<file path="config.mk">
export PLATFORM = sky130hd
export DESIGN_NAME = system_clock_divider_select
export DESIGN_NICKNAME = d
export VERILOG_FILES = /design/src/hdl/clkdiv_pkg.sv /design/src/hdl/clkdiv_ratio.sv /design/src/hdl/system_clock_divider_select.sv
export SDC_FILE = /design/constraint.sdc
export NUM_CORES = 1
export LEC_CHECK = 0
export BUFFER_PORTS_ARGS = -buffer_cell sky130_fd_sc_hd__clkbuf_2
export CAP_MARGIN = 15
export CORE_ASPECT_RATIO = 1.1
export CORE_UTILIZATION = 48
export DETAILED_ROUTE_END_ITERATION = 10
export HOLD_SLACK_MARGIN = 0.15
export MAX_ROUTING_LAYER = met4
export PLACE_DENSITY = 0.76
export SYNTH_ARGS = -nofsm -noshare
export SYNTH_HDL_FRONTEND = slang
export SYNTH_HIERARCHICAL = 1
export SYNTH_SLANG_ARGS = --single-unit
</file>
<file path="constraint.sdc">
create_clock -name CLOCK -period 4.6 [get_ports CLOCK]
set_input_delay 0.92 -clock CLOCK [delete_from_list [all_inputs] [get_ports CLOCK]]
set_output_delay 0.92 -clock CLOCK [all_outputs]
set_load 0.01 [all_outputs]
</file>
<file path="src/hdl/clkdiv_pkg.sv">
/*
  constants and types shared by the clock divider and selection block:
  register map, field layout, fuse codes, sleep mode codes, delays.
  assumes a single 125 MHz source clock and an axi4-lite register bus.
*/
`default_nettype none

package clkdiv_pkg;

  // ------------------------------------------------------------------
  // register map (byte addresses)
  // ------------------------------------------------------------------
  localparam logic [31:0] REG_DIV_ADDR  = 32'h0000_0000;
  localparam logic [31:0] REG_STAT_ADDR = 32'h0000_0004;
  localparam logic [1:0]  RESP_OKAY     = 2'h0;
  localparam logic [1:0]  RESP_SLVERR   = 2'h2;

  // ------------------------------------------------------------------
  // divide control layout
  // ------------------------------------------------------------------
  localparam int          FACTOR_W      = 7;
  localparam int          DIV_EN_BIT    = 7;
  localparam logic [7:0]  DIV_CTRL_RST  = 8'h00;
  localparam logic [7:0]  DIV_BASE      = 8'h81;  // 129
  localparam logic [7:0]  CNT_ONE       = 8'h01;

  // ------------------------------------------------------------------
  // status layout
  // ------------------------------------------------------------------
  localparam int          ST_RUN_BIT    = 0;
  localparam int          ST_BUSY_BIT   = 1;
  localparam int          ST_SRC_LSB    = 2;
  localparam int          ST_SUT_LSB    = 6;
  localparam int          ST_KIND_LSB   = 8;
  localparam int          ST_DIVON_BIT  = 11;

  // ------------------------------------------------------------------
  // fuses: one means unprogrammed, zero means programmed
  // ------------------------------------------------------------------
  localparam logic [3:0]  SRC_FUSE_DFLT = 4'h1;
  localparam logic [1:0]  SUT_FUSE_DFLT = 2'h2;
  localparam logic [1:0]  SUT_SHORT     = 2'h0;
  localparam logic [3:0]  SRC_XTAL_LO   = 4'ha;
  localparam logic [3:0]  SRC_LFX       = 4'h9;
  localparam logic [3:0]  SRC_RC_LO     = 4'h5;
  localparam logic [3:0]  SRC_INT_LO    = 4'h1;

  typedef enum logic [2:0] {
    KIND_XTAL, KIND_LF_XTAL, KIND_EXT_RC, KIND_INT_RC, KIND_EXT_CLK
  } src_kind_t;

  // ------------------------------------------------------------------
  // sleep modes and start-up counts
  // ------------------------------------------------------------------
  localparam logic [2:0]  SLP_IDLE      = 3'h0;
  localparam logic [2:0]  SLP_CONV      = 3'h1;
  localparam logic [2:0]  SLP_PDOWN     = 3'h2;
  localparam logic [2:0]  SLP_PSAVE     = 3'h3;
  localparam int          WDT_CNT_W     = 17;
  localparam int          WDT_SHORT_DFL = 4096;
  localparam int          WDT_LONG_DFL  = 65536;
  localparam int          WAKE_DFL      = 1024;
  localparam int          WAKE_CNT_W    = 16;

endpackage

`default_nettype wire

</file>
<file path="src/hdl/clkdiv_ratio.sv">
/*
  ratio divider: one-cycle enable pulse every (129 - factor) source
  cycles while on, every cycle while off.
  assumes the caller holds factor stable while on is high.
*/
`timescale 1ns/1ns
`default_nettype none

module clkdiv_ratio
(
  input  wire logic                          clk,
  input  wire logic                          rst,
  input  wire logic                          div_on,
  input  wire logic [clkdiv_pkg::FACTOR_W-1:0] factor,
  output logic                               tick
);
  import clkdiv_pkg::*;

  typedef struct packed {
    logic                on;
    logic [FACTOR_W-1:0] factor;
    logic [7:0]          cnt;
    logic                tick;
  } div_state_t;

  div_state_t s_q;
  div_state_t s_d;
  logic [7:0] ratio;

  assign ratio = DIV_BASE - {1'b0, s_q.factor};
  assign tick  = s_q.tick;

  // --------------------------------------------------------------
  // next state
  // --------------------------------------------------------------
  // mode and factor change only at a period boundary, never mid-pulse
  always_comb
  begin
    s_d      = s_q;
    s_d.tick = 1'b0;
    if (!s_q.on)
    begin
      s_d.tick   = 1'b1;
      s_d.cnt    = 8'h00;
      s_d.on     = div_on;
      s_d.factor = factor;
    end
    else if (s_q.cnt == ratio - CNT_ONE)
    begin
      s_d.tick   = 1'b1;
      s_d.cnt    = 8'h00;
      s_d.on     = div_on;
      s_d.factor = factor;
    end
    else
    begin
      s_d.cnt = s_q.cnt + CNT_ONE;
    end
  end

  // state register
  always_ff @(posedge clk or posedge rst)
  begin
    if (rst)
      s_q <= '0;
    else
      s_q <= s_d;
  end

  // --------------------------------------------------------------
  // checks
  // --------------------------------------------------------------
  logic [7:0] gap_q;
  always_ff @(posedge clk or posedge rst)
  begin
    if (rst)
      gap_q <= 8'h00;
    else if (s_q.tick)
      gap_q <= CNT_ONE;
    else
      gap_q <= gap_q + CNT_ONE;
  end
endmodule

`default_nettype wire

</file>
<file path="src/hdl/system_clock_divider_select.sv">
/*
  system clock divider, source selection and domain gating.
  assumes CLOCK is the selected source clock; domains are clocked by
  enable pulses; fuse, watchdog, crystal and wake pins are asynchronous.
*/
// The address map and the AXI4-Lite interface to the registers were decided locally.
// What this block does
// - enable bit divides core, peripheral, converter, flash clocks
// - divided rate is source over 129 minus factor
// - division ratios span 2 to 129
// - factor field frozen while division is enabled
// - enabling write captures factor from same access
// - disabling write discards factor from same access
// - enable bit writable at any time
// - four fuse bits select one of five sources
// - fuse one is unprogrammed, zero is programmed
// - wake from deep sleep counts source cycles
// - reset adds 4096 or 65536 watchdog cycles
// - core domain halts stop all core work
// - wake detection works with peripheral domain halted
// - flash domain runs together with core domain
// - async timer runs from crystal, even asleep
// - converter domain keeps running in noise mode
// - sleep mode decides which domains halt
// - delivered fuses are 0001 source and 10 start-up
`timescale 1ns/1ns
`default_nettype none

module system_clock_divider_select
#(
  parameter int WDT_SHORT_CYC = clkdiv_pkg::WDT_SHORT_DFL,
  parameter int WDT_LONG_CYC  = clkdiv_pkg::WDT_LONG_DFL,
  parameter int WAKE_CYC      = clkdiv_pkg::WAKE_DFL
)
(
  input  wire logic        CLOCK,
  input  wire logic        RESET,
  input  wire logic [3:0]  SOURCE_SELECT_FUSES,
  input  wire logic [1:0]  STARTUP_TIME_FUSES,
  input  wire logic        WATCHDOG_OSC,
  input  wire logic        ASYNC_XTAL,
  input  wire logic        WAKE_EVENT,
  input  wire logic        SLEEP_REQ,
  input  wire logic [2:0]  SLEEP_MODE,
  output logic             CORE_CLOCK_EN,
  output logic             PERIPHERAL_CLOCK_EN,
  output logic             FLASH_IFC_CLOCK_EN,
  output logic             CONVERTER_CLOCK_EN,
  output logic             ASYNC_TIMER_CLOCK_EN,
  output logic             CORE_RUNNING,
  output logic [2:0]       SOURCE_KIND,
  input  wire logic [31:0] AWADDR,
  input  wire logic        AWVALID,
  output logic             AWREADY,
  input  wire logic [31:0] WDATA,
  input  wire logic [3:0]  WSTRB,
  input  wire logic        WVALID,
  output logic             WREADY,
  output logic [1:0]       BRESP,
  output logic             BVALID,
  input  wire logic        BREADY,
  input  wire logic [31:0] ARADDR,
  input  wire logic        ARVALID,
  output logic             ARREADY,
  output logic [31:0]      RDATA,
  output logic [1:0]       RRESP,
  output logic             RVALID,
  input  wire logic        RREADY
);
  import clkdiv_pkg::*;

  typedef enum logic [1:0] {
    ST_RESET_DLY, ST_RUN, ST_SLEEP, ST_WAKE_DLY
  } state_t;

  typedef struct packed {
    state_t                state;
    logic [2:0]            mode;
    logic [WDT_CNT_W-1:0]  wdt_cnt;
    logic [WAKE_CNT_W-1:0] wake_cnt;
    logic [5:0]            fuse_s1;
    logic [5:0]            fuse_s2;
    logic [1:0]            fuse_arm;
    logic                  fuse_taken;
    logic [3:0]            src_fuse;
    logic [1:0]            sut_fuse;
    logic [2:0]            wdt_s;
    logic [2:0]            axt_s;
    logic [1:0]            wake_s;
    logic                  div_en;
    logic [FACTOR_W-1:0]   div_factor;
    logic                  aw_got;
    logic                  w_got;
    logic [31:0]           awaddr;
    logic [31:0]           wdata;
    logic                  wstrb0;
    logic                  awready;
    logic                  wready;
    logic                  bvalid;
    logic [1:0]            bresp;
    logic                  arready;
    logic                  rvalid;
    logic [31:0]           rdata;
    logic [1:0]            rresp;
    logic                  core_en;
    logic                  periph_en;
    logic                  flash_en;
    logic                  conv_en;
    logic                  async_en;
    logic [2:0]            kind;
    logic                  running;
  } ctl_state_t;

  ctl_state_t s_q;
  ctl_state_t s_d;
  logic       tick;

  // ------------------------------------------------------------------
  // helpers
  // ------------------------------------------------------------------
  // four-bit source fuse code to source kind
  function automatic src_kind_t decode_src(input logic [3:0] f);
    if (f >= SRC_XTAL_LO)
      return KIND_XTAL;
    else if (f == SRC_LFX)
      return KIND_LF_XTAL;
    else if (f >= SRC_RC_LO)
      return KIND_EXT_RC;
    else if (f >= SRC_INT_LO)
      return KIND_INT_RC;
    else
      return KIND_EXT_CLK;
  endfunction

  // last watchdog count of the reset delay; used by logic and checks
  function automatic logic [WDT_CNT_W-1:0] wdt_last(input logic [1:0] startup_time_fuses);
    if (startup_time_fuses == SUT_SHORT)
      return WDT_CNT_W'(WDT_SHORT_CYC - 1);
    else
      return WDT_CNT_W'(WDT_LONG_CYC - 1);
  endfunction

  // ------------------------------------------------------------------
  // divider
  // ------------------------------------------------------------------
  clkdiv_ratio clkdiv_ratio_i
  (
    .clk    (CLOCK),
    .rst    (RESET),
    .div_on (s_q.div_en),
    .factor (s_q.div_factor),
    .tick   (tick)
  );

  // ------------------------------------------------------------------
  // next state
  // ------------------------------------------------------------------
  always_comb
  begin
    logic wdt_edge;
    logic axt_edge;
    logic in_sleep;
    logic aw_take;
    logic w_take;
    logic ar_take;
    wdt_edge = 1'b0;
    axt_edge = 1'b0;
    in_sleep = 1'b0;
    aw_take  = 1'b0;
    w_take   = 1'b0;
    ar_take  = 1'b0;
    s_d      = s_q;

    // pin synchronisers; first stage feeds only the second
    s_d.fuse_s1 = {STARTUP_TIME_FUSES, SOURCE_SELECT_FUSES};
    s_d.fuse_s2 = s_q.fuse_s1;
    s_d.wdt_s   = {s_q.wdt_s[1:0], WATCHDOG_OSC};
    s_d.axt_s   = {s_q.axt_s[1:0], ASYNC_XTAL};
    s_d.wake_s  = {s_q.wake_s[0], WAKE_EVENT};
    wdt_edge    = s_q.wdt_s[1] & ~s_q.wdt_s[2];
    axt_edge    = s_q.axt_s[1] & ~s_q.axt_s[2];

    // fuses are caught once, after the synchroniser has filled;
    // until then the delivered values stand
    s_d.fuse_arm = {s_q.fuse_arm[0], 1'b1};
    if (s_q.fuse_arm[1] && !s_q.fuse_taken)
    begin
      s_d.fuse_taken = 1'b1;
      s_d.src_fuse   = s_q.fuse_s2[3:0];
      s_d.sut_fuse   = s_q.fuse_s2[5:4];
    end
    s_d.kind = decode_src(s_q.src_fuse);

    // power state sequence
    unique case (s_q.state)
      ST_RESET_DLY:
      begin
        if (s_q.fuse_taken && wdt_edge)
        begin
          if (s_q.wdt_cnt == wdt_last(s_q.sut_fuse))
          begin
            s_d.state   = ST_RUN;
            s_d.wdt_cnt = '0;
          end
          else
            s_d.wdt_cnt = s_q.wdt_cnt + 1'b1;
        end
      end
      ST_RUN:
      begin
        if (SLEEP_REQ)
        begin
          s_d.state = ST_SLEEP;
          s_d.mode  = SLEEP_MODE;
        end
      end
      ST_SLEEP:
      begin
        // wake pin is synchronised only, so it works with domains off
        if (s_q.wake_s[1])
        begin
          if (s_q.mode == SLP_PDOWN || s_q.mode == SLP_PSAVE)
            s_d.state = ST_WAKE_DLY;
          else
            s_d.state = ST_RUN;
        end
      end
      ST_WAKE_DLY:
      begin
        if (s_q.wake_cnt == WAKE_CNT_W'(WAKE_CYC - 1))
        begin
          s_d.state    = ST_RUN;
          s_d.wake_cnt = '0;
        end
        else
          s_d.wake_cnt = s_q.wake_cnt + 1'b1;
      end
    endcase

    // running level gets its own flop so the pin is registered
    s_d.running = (s_d.state == ST_RUN);

    // domain enables: halted set depends on the sleep mode
    in_sleep      = (s_q.state == ST_SLEEP);
    s_d.core_en   = tick & (s_q.state == ST_RUN);
    s_d.flash_en  = tick & (s_q.state == ST_RUN);
    s_d.periph_en = tick & ((s_q.state == ST_RUN)
                    | (in_sleep & (s_q.mode == SLP_IDLE)));
    s_d.conv_en   = tick & ((s_q.state == ST_RUN)
                    | (in_sleep & (s_q.mode == SLP_IDLE
                                   | s_q.mode == SLP_CONV)));
    s_d.async_en  = axt_edge;

    // write channel: address and data taken in either order
    aw_take = s_q.awready & AWVALID;
    w_take  = s_q.wready & WVALID;
    if (aw_take)
    begin
      s_d.aw_got = 1'b1;
      s_d.awaddr = AWADDR;
    end
    if (w_take)
    begin
      s_d.w_got  = 1'b1;
      s_d.wdata  = WDATA;
      s_d.wstrb0 = WSTRB[0];
    end
    if (s_q.bvalid && BREADY)
      s_d.bvalid = 1'b0;
    if (s_q.aw_got && s_q.w_got && !s_q.bvalid)
    begin
      s_d.aw_got = 1'b0;
      s_d.w_got  = 1'b0;
      s_d.bvalid = 1'b1;
      s_d.bresp  = RESP_OKAY;
      if (s_q.awaddr == REG_DIV_ADDR)
      begin
        if (s_q.wstrb0)
        begin
          // enable may be written any time; factor only from off
          s_d.div_en = s_q.wdata[DIV_EN_BIT];
          if (s_q.wdata[DIV_EN_BIT] && !s_q.div_en)
            s_d.div_factor = s_q.wdata[FACTOR_W-1:0];
        end
        // a clearing write leaves the held factor alone
      end
      else if (s_q.awaddr != REG_STAT_ADDR)
        s_d.bresp = RESP_SLVERR;
    end
    s_d.awready = ~s_d.aw_got & ~s_d.bvalid;
    s_d.wready  = ~s_d.w_got & ~s_d.bvalid;

    // read channel: answer in the cycle after the address is taken
    ar_take = s_q.arready & ARVALID;
    if (s_q.rvalid && RREADY)
      s_d.rvalid = 1'b0;
    if (ar_take)
    begin
      s_d.rvalid = 1'b1;
      s_d.rresp  = RESP_OKAY;
      s_d.rdata  = '0;
      if (ARADDR == REG_DIV_ADDR)
        s_d.rdata[7:0] = {s_q.div_en, s_q.div_factor};
      else if (ARADDR == REG_STAT_ADDR)
      begin
        s_d.rdata[ST_RUN_BIT]  = (s_q.state == ST_RUN);
        s_d.rdata[ST_BUSY_BIT] = (s_q.state == ST_RESET_DLY)
                                 | (s_q.state == ST_WAKE_DLY);
        s_d.rdata[ST_SRC_LSB +: 4]  = s_q.src_fuse;
        s_d.rdata[ST_SUT_LSB +: 2]  = s_q.sut_fuse;
        s_d.rdata[ST_KIND_LSB +: 3] = s_q.kind;
        s_d.rdata[ST_DIVON_BIT]     = s_q.div_en;
      end
      else
        s_d.rresp = RESP_SLVERR;
    end
    s_d.arready = ~s_d.rvalid;
  end

  // ------------------------------------------------------------------
  // state register
  // ------------------------------------------------------------------
  // delivered fuse values stand until the pins have been sampled
  always_ff @(posedge CLOCK or posedge RESET)
  begin
    if (RESET)
    begin
      s_q            <= '0;
      s_q.state      <= ST_RESET_DLY;
      s_q.src_fuse   <= SRC_FUSE_DFLT;
      s_q.sut_fuse   <= SUT_FUSE_DFLT;
      s_q.div_en     <= DIV_CTRL_RST[DIV_EN_BIT];
      s_q.div_factor <= DIV_CTRL_RST[FACTOR_W-1:0];
    end
    else
      s_q <= s_d;
  end

  // outputs straight from the state register
  assign CORE_CLOCK_EN        = s_q.core_en;
  assign PERIPHERAL_CLOCK_EN  = s_q.periph_en;
  assign FLASH_IFC_CLOCK_EN   = s_q.flash_en;
  assign CONVERTER_CLOCK_EN   = s_q.conv_en;
  assign ASYNC_TIMER_CLOCK_EN = s_q.async_en;
  assign CORE_RUNNING         = s_q.running;
  assign SOURCE_KIND          = s_q.kind;
  assign AWREADY              = s_q.awready;
  assign WREADY               = s_q.wready;
  assign BVALID               = s_q.bvalid;
  assign BRESP                = s_q.bresp;
  assign ARREADY              = s_q.arready;
  assign RVALID               = s_q.rvalid;
  assign RDATA                = s_q.rdata;
  assign RRESP                = s_q.rresp;
endmodule

`default_nettype wire

</file>
**After elaboration in Yosys (flattened, before gate mapping)**

Index checks and enable logic that the tools add are counted.

- Add/sub/neg operators: 5
- Magnitude comparators: 3
- Eq/ne operators: 14
- Mux-type cells: 34
- Bitwise gates (word level): 22
- Reductions and logical operators: 20

Operator list:

| cell | count |
|---|---|
| 2-to-1 mux 17 bit | 4 |
| zero test 32 bit | 2 |
| 2-to-1 mux 35 bit | 1 |
| equality test 32 x 3 -> 1 bit, second input constant | 1 |
| 2-to-1 mux 16 bit | 2 |
| inequality test 32 x 3 -> 1 bit, second input constant | 1 |
| 2-to-1 mux 8 bit | 3 |
| 2-to-1 mux 2 bit | 10 |
| adder 17 x 1 -> 17 bit, second input constant | 1 |
| equality test 17 bit | 1 |
| adder 16 x 1 -> 16 bit, second input constant | 1 |
| equality test 16 x 10 -> 1 bit, second input constant | 1 |
| 2-to-1 mux 3 bit | 5 |
| bitwise AND 1 bit | 12 |
| 2-to-1 mux 12 bit | 1 |
| adder 8 x 1 -> 8 bit, second input constant | 1 |
| equality test 8 bit | 1 |
| one-hot mux 2 bit (4 select lines) | 1 |
| subtractor 8 x 1 -> 8 bit, second input constant | 1 |
| subtractor 8 x 7 -> 8 bit, first input constant | 1 |
| logical AND 1 bit | 7 |
| equality test 3 x 2 -> 1 bit, second input constant | 2 |
| inverter 1 bit | 6 |
| 2-to-1 mux 1 bit | 5 |
| 18 further kinds | 27 |

- Register bits: 164
- Bits of input ports: 120
- Output and inout port bits: 50
- Word-level logic and storage cells: 136

**Depth between registers and ports, before layout**

- Depth after elaboration: 10
- Gate-level depth with buffers: 11
- Mapped depth without buffers: 8

**By module**

Netlist, hierarchy kept.

By module, submodules not included:

| module | times used | cells an instance | area each (µm²) | sequential area each (µm²) |
|---|---|---|---|---|
| system_clock_divider_select | 1 | 490 | 6128.4 | 3631.0 |
| clkdiv_ratio | 1 | 90 | 944.7 | 425.4 |

**Worst setup path after synthesis**

No wires, ideal clock.

- Kind: flip-flop to flip-flop
- From: register clkdiv_ratio_i/s_q[9] in the netlist's numbering
- To: register clkdiv_ratio_i/s_q[12] in the netlist's numbering
- Library setup time: 125 ps
- Arrival: 2346 ps
- Required time: 4475 ps
- Slack: 2129 ps
- Cell stages (with the launch flop): 11
- Buffers on the path: 2
- Clock period less this slack: 2471 ps
- Cells stage by stage: dfrtp_1 -> clkbuf_1 -> inv_1 -> ha_1 -> clkbuf_1 -> o21bai_1 -> a2111o_1 -> nand3_1 -> a31oi_1 -> o31ai_4 -> mux2_2

- Word-level cells in the longest chain between the ends: 4

RTL lines:

| element | RTL line | source |
|---|---|---|
| start: declaration | clkdiv_ratio.sv:26 | `div_state_t s_q;` |
| start signal: assignment | clkdiv_ratio.sv:65 | `s_q <= '0;` |
| start signal: assignment | clkdiv_ratio.sv:67 | `s_q <= s_d;` |
| subtractor 8 x 7 -> 8 bit | clkdiv_ratio.sv:30 | `assign ratio = DIV_BASE - {1'b0, s_q.factor};` |
| subtractor 8 x 1 -> 8 bit | clkdiv_ratio.sv:48 | `else if (s_q.cnt == ratio - CNT_ONE)` |
| equality test 8 bit | clkdiv_ratio.sv:48 |  |
| inequality test 2 bit (no source line) | n/a |  |

Every way passes these cells.
A chain may end at the register's enable or synchronous reset.

**Worst setup path in the final report**

- From: register clkdiv_ratio_i/s_q[9] in the netlist's numbering
- To: register clkdiv_ratio_i/s_q[13] in the netlist's numbering

Same word-level chain as after synthesis.

==> flow_metrics.tcl <==
set metrics [dict create \
    status "completed" \
    gr-total-overflow 0 \
    synthFlopType "dfrtp_1" \
    rsz0062_at_grt "no" \
    met1_usage_pct 22.9 \
    hold_slack_ns 0.349 \
    ant_nets 0 \
    arrival_ns 3.19 \
    top_usage_layer "met2" \
    drtPass1Iterations 4 \
    setup_violations 0 \
    path_cells "inv_1 -> ha_1 -> o21bai_1 -> a2111o_1 -> nand3_1 -> a31oi_1 -> o31ai_4 -> mux2_2" \
    fin_nets 819 \
    drv_slew 0 \
    synth_compound_area_share_pct 4.67 \
    vias 4622 \
    fin_skew_ns 0.00878 \
    design_area_mm2 0.00830 \
    p_leak_nw 3.94 \
    setup_tns_ns 0 \
    grtUsageMet2_pct 34.1 \
    grt_usage_pct 20.4 \
    drc 0 \
    drtIter0Drc 270 \
    finalHoldViolCount 0 \
    grt_max_degree 74 \
    power.total_w 0.00409 \
    diodes 0 \
    portBuffers 120 \
    htreeDepth 4 \
    max_freq_ghz 0.347 \
    cpPeakStageDelay_ns 0.66 \
    p_per_area_mw_per_mm2 493 \
    hold_class "reg2reg" \
    cp_slowest_cell "o31ai_4" \
    yosysUniqueCellTypes 55 \
    clockRootBuffer "clkbuf_16" \
    tritoncts "yes" \
    yosysSeqAreaShare_pct 57.4 \
    use_met3_pct 5.55 \
    core_mm2 0.0144 \
    hpwl_um 10200 \
    cts_sinks 162 \
    clk_pin_slew_ns 0.06 \
    ys_warn_count 6 \
    synthSimpleGateAreaFrac_pct 13.0 \
    synth_edf_count 0 \
    layout_common_cells "dfrtp_1, clkbuf_2, mux2_2" \
    insertion_delay_ns 0.43 \
    slew_headroom_pct 38.6 \
    synthMuxAreaShare_pct 11.8 \
    cp_max_fo 17 \
    die_area_mm2 0.0152 \
    post_dp_cell_area_mm2 0.00767 \
    critPathKind "reg2reg" \
    final_common_cell "dfrtp_1" \
    worstPathRequired_ns 4.91 \
    cap_violations 0 \
    synthesis.instances 580 \
    synthXorXnorAreaFrac_pct 5.32 \
    num_io_pins 170 \
    drive_above_1_share_pct 32.9 \
    numCtsBuffers 17 \
    regArea_mm2 0.00406 \
    tightest_slew_ns 0.919 \
    gp_congestion 0.832 \
    die_h_um 129 \
    synth_seq_cells 162 \
    first_global_vias 4879 \
    cts_hold_buf 0 \
    endpoint_kind "register" \
    yosys.area_share.adder_pct 1.77 \
    area_growth_pct 17.4 \
    start_kind "register" \
    cts_setup_buffers 0 \
    min_period_ns 2.88 \
    grt_pass1_wl_um 23300 \
    routedWlPerCell_um 15.4 \
    synth_top_family_by_area "simple AND/OR/NAND/NOR gates" \
    async_flop_share_pct 100 \
    multi_input_area_mm2 0.00267 \
    cts_resized 0 \
    drt_wl_total_um 13800 \
    syn_area_mm2 0.00707 \
    nFillCells 1145 \
    syn_avg_cell_area_um2 12.2 \
    period_share_pct 62.6 \
    via_per_inst 5.17 \
    clockBufferDepth 2 \
    rows 46 \
    die_x_um 118 \
    ir_drop_uv 360 \
    initial_core_util_pct 49.2 \
    antenna_found_initial 0 \
]
==> cells by family after synthesis <==
group / after synthesis
and+or+nand+nor: 169
muxes: 75
adders and majority gates: 10
buffers and inverters: 73
xor gates and xnor gates: 43
other: 2
AOI/OAI and AO/OA: 46
DFF: 162
==> routing by layer <==
layer | wire, um | share of wire (%) | vias to the layer above
li1 | - | - | 2181
met1 | 5670 | 41 | 2260
met2 | 6970 | 51 | 157
met3 | 806 | 5.8 | 24
met4 | 350 | 2.5 | 0
met5 | 0 | 0 | -
==> layout make-up <==
| cell class | instances | area share (%) |
|---|---|---|
| clock buffer | 19 | 5.46 |
| clock inverter | 13 | 1.82 |
| inverter | 19 | 0.904 |
| multi-input combinational | 366 | 32.2 |
| sequential | 162 | 48.9 |
| tap | 192 | 2.89 |
| timing repair buffer | 123 | 7.90 |
==> worst paths after layout <==
| kind | from | endpoint | slack [ns] | cells after the start |
|---|---|---|---|---|
| max | clkdiv_ratio_i/s_q[9]$_DFFE_PP0P_ | clkdiv_ratio_i/s_q[13]$_DFFE_PP0P_ | 1.72 | 8 |
| min | s_d[142]$_DFF_PP0_ | s_q[142]$_DFF_PP0_ | 0.35 | 0 |
| max reg2reg | clkdiv_ratio_i/s_q[9]$_DFFE_PP0P_ | clkdiv_ratio_i/s_q[13]$_DFFE_PP0P_ | 1.72 | 8 |
| min reg2reg | s_d[142]$_DFF_PP0_ | s_q[142]$_DFF_PP0_ | 0.35 | 0 |
| max in group asynchronous | RESET | s_q[134]$_DFFE_PP1P_ | 3.02 | 3 |
| min in group asynchronous | RESET | clkdiv_ratio_i/s_q[4]$_DFF_PP0_ | 0.60 | 2 |
==> worst max-delay path, delay by kind of cell (launching register included) <==
family,cells,cell delay [ns]
buffers and inverters,1,0.11
adder cells (fa/ha/maj),1,0.31
flip-flops,1,0.51
AO/OA/AOI/OAI,4,1.34
multiplexers,1,0.41
AND/OR/NAND/NOR,1,0.09
==> registers in the layout (all words and copies together), names as in the netlist <==
signal / cells
s_d: 12
CORE_RUNNING: 1
PERIPHERAL_CLOCK_EN: 1
FLASH_IFC_CLOCK_EN: 1
BRESP: 1
clkdiv_ratio_i/tick: 1
ARREADY: 1
WREADY: 1
RDATA: 12
BVALID: 1
ASYNC_TIMER_CLOCK_EN: 1
SOURCE_KIND: 3
clkdiv_ratio_i/s_q: 16
CONVERTER_CLOCK_EN: 1
RVALID: 1
RRESP: 1
AWREADY: 1
s_q: 106
==> power by group <==
part           switching, W  total [W]  internal, W
Clock              0.000584    0.00142     0.000838
Sequential         0.000193    0.00192      0.00173
Combinational      0.000348   0.000745     0.000397
Total               0.00113    0.00409      0.00297
==> Yosys cell counts (5+ instances only) <==
master    instances  share of area (%)
a21oi_1           7               0.50
nand3_1          16                1.1
xor2_1           14                1.7
nor3_1           12               0.85
nand4_1          13                1.1
mux2_2           62                9.9
dfrtp_1         160                 57
and4_1            6               0.74
buf_4            40                4.2
nand2_1          31                1.6
inv_1            19                1.0
o21ai_0          15                1.1
nor2_1           37                2.0
nor3b_1           5               0.53
xnor2_1          29                3.6
mux2i_1          10                1.4
nor4_1           15                1.3
clkbuf_1          9               0.48
nor2b_1           8               0.71
ha_1             10                1.8
==> through the flow <==
step	instances	util, %	setup WS, ns
floorplan	601	-	1.86
global placement	861	53.3	1.87
detailed placement	861	53.3	1.75
CTS	893	57.5	1.73
global route	894	57.7	1.54
finish	894	57.7	1.72
(Power assumes the default switching activity.)
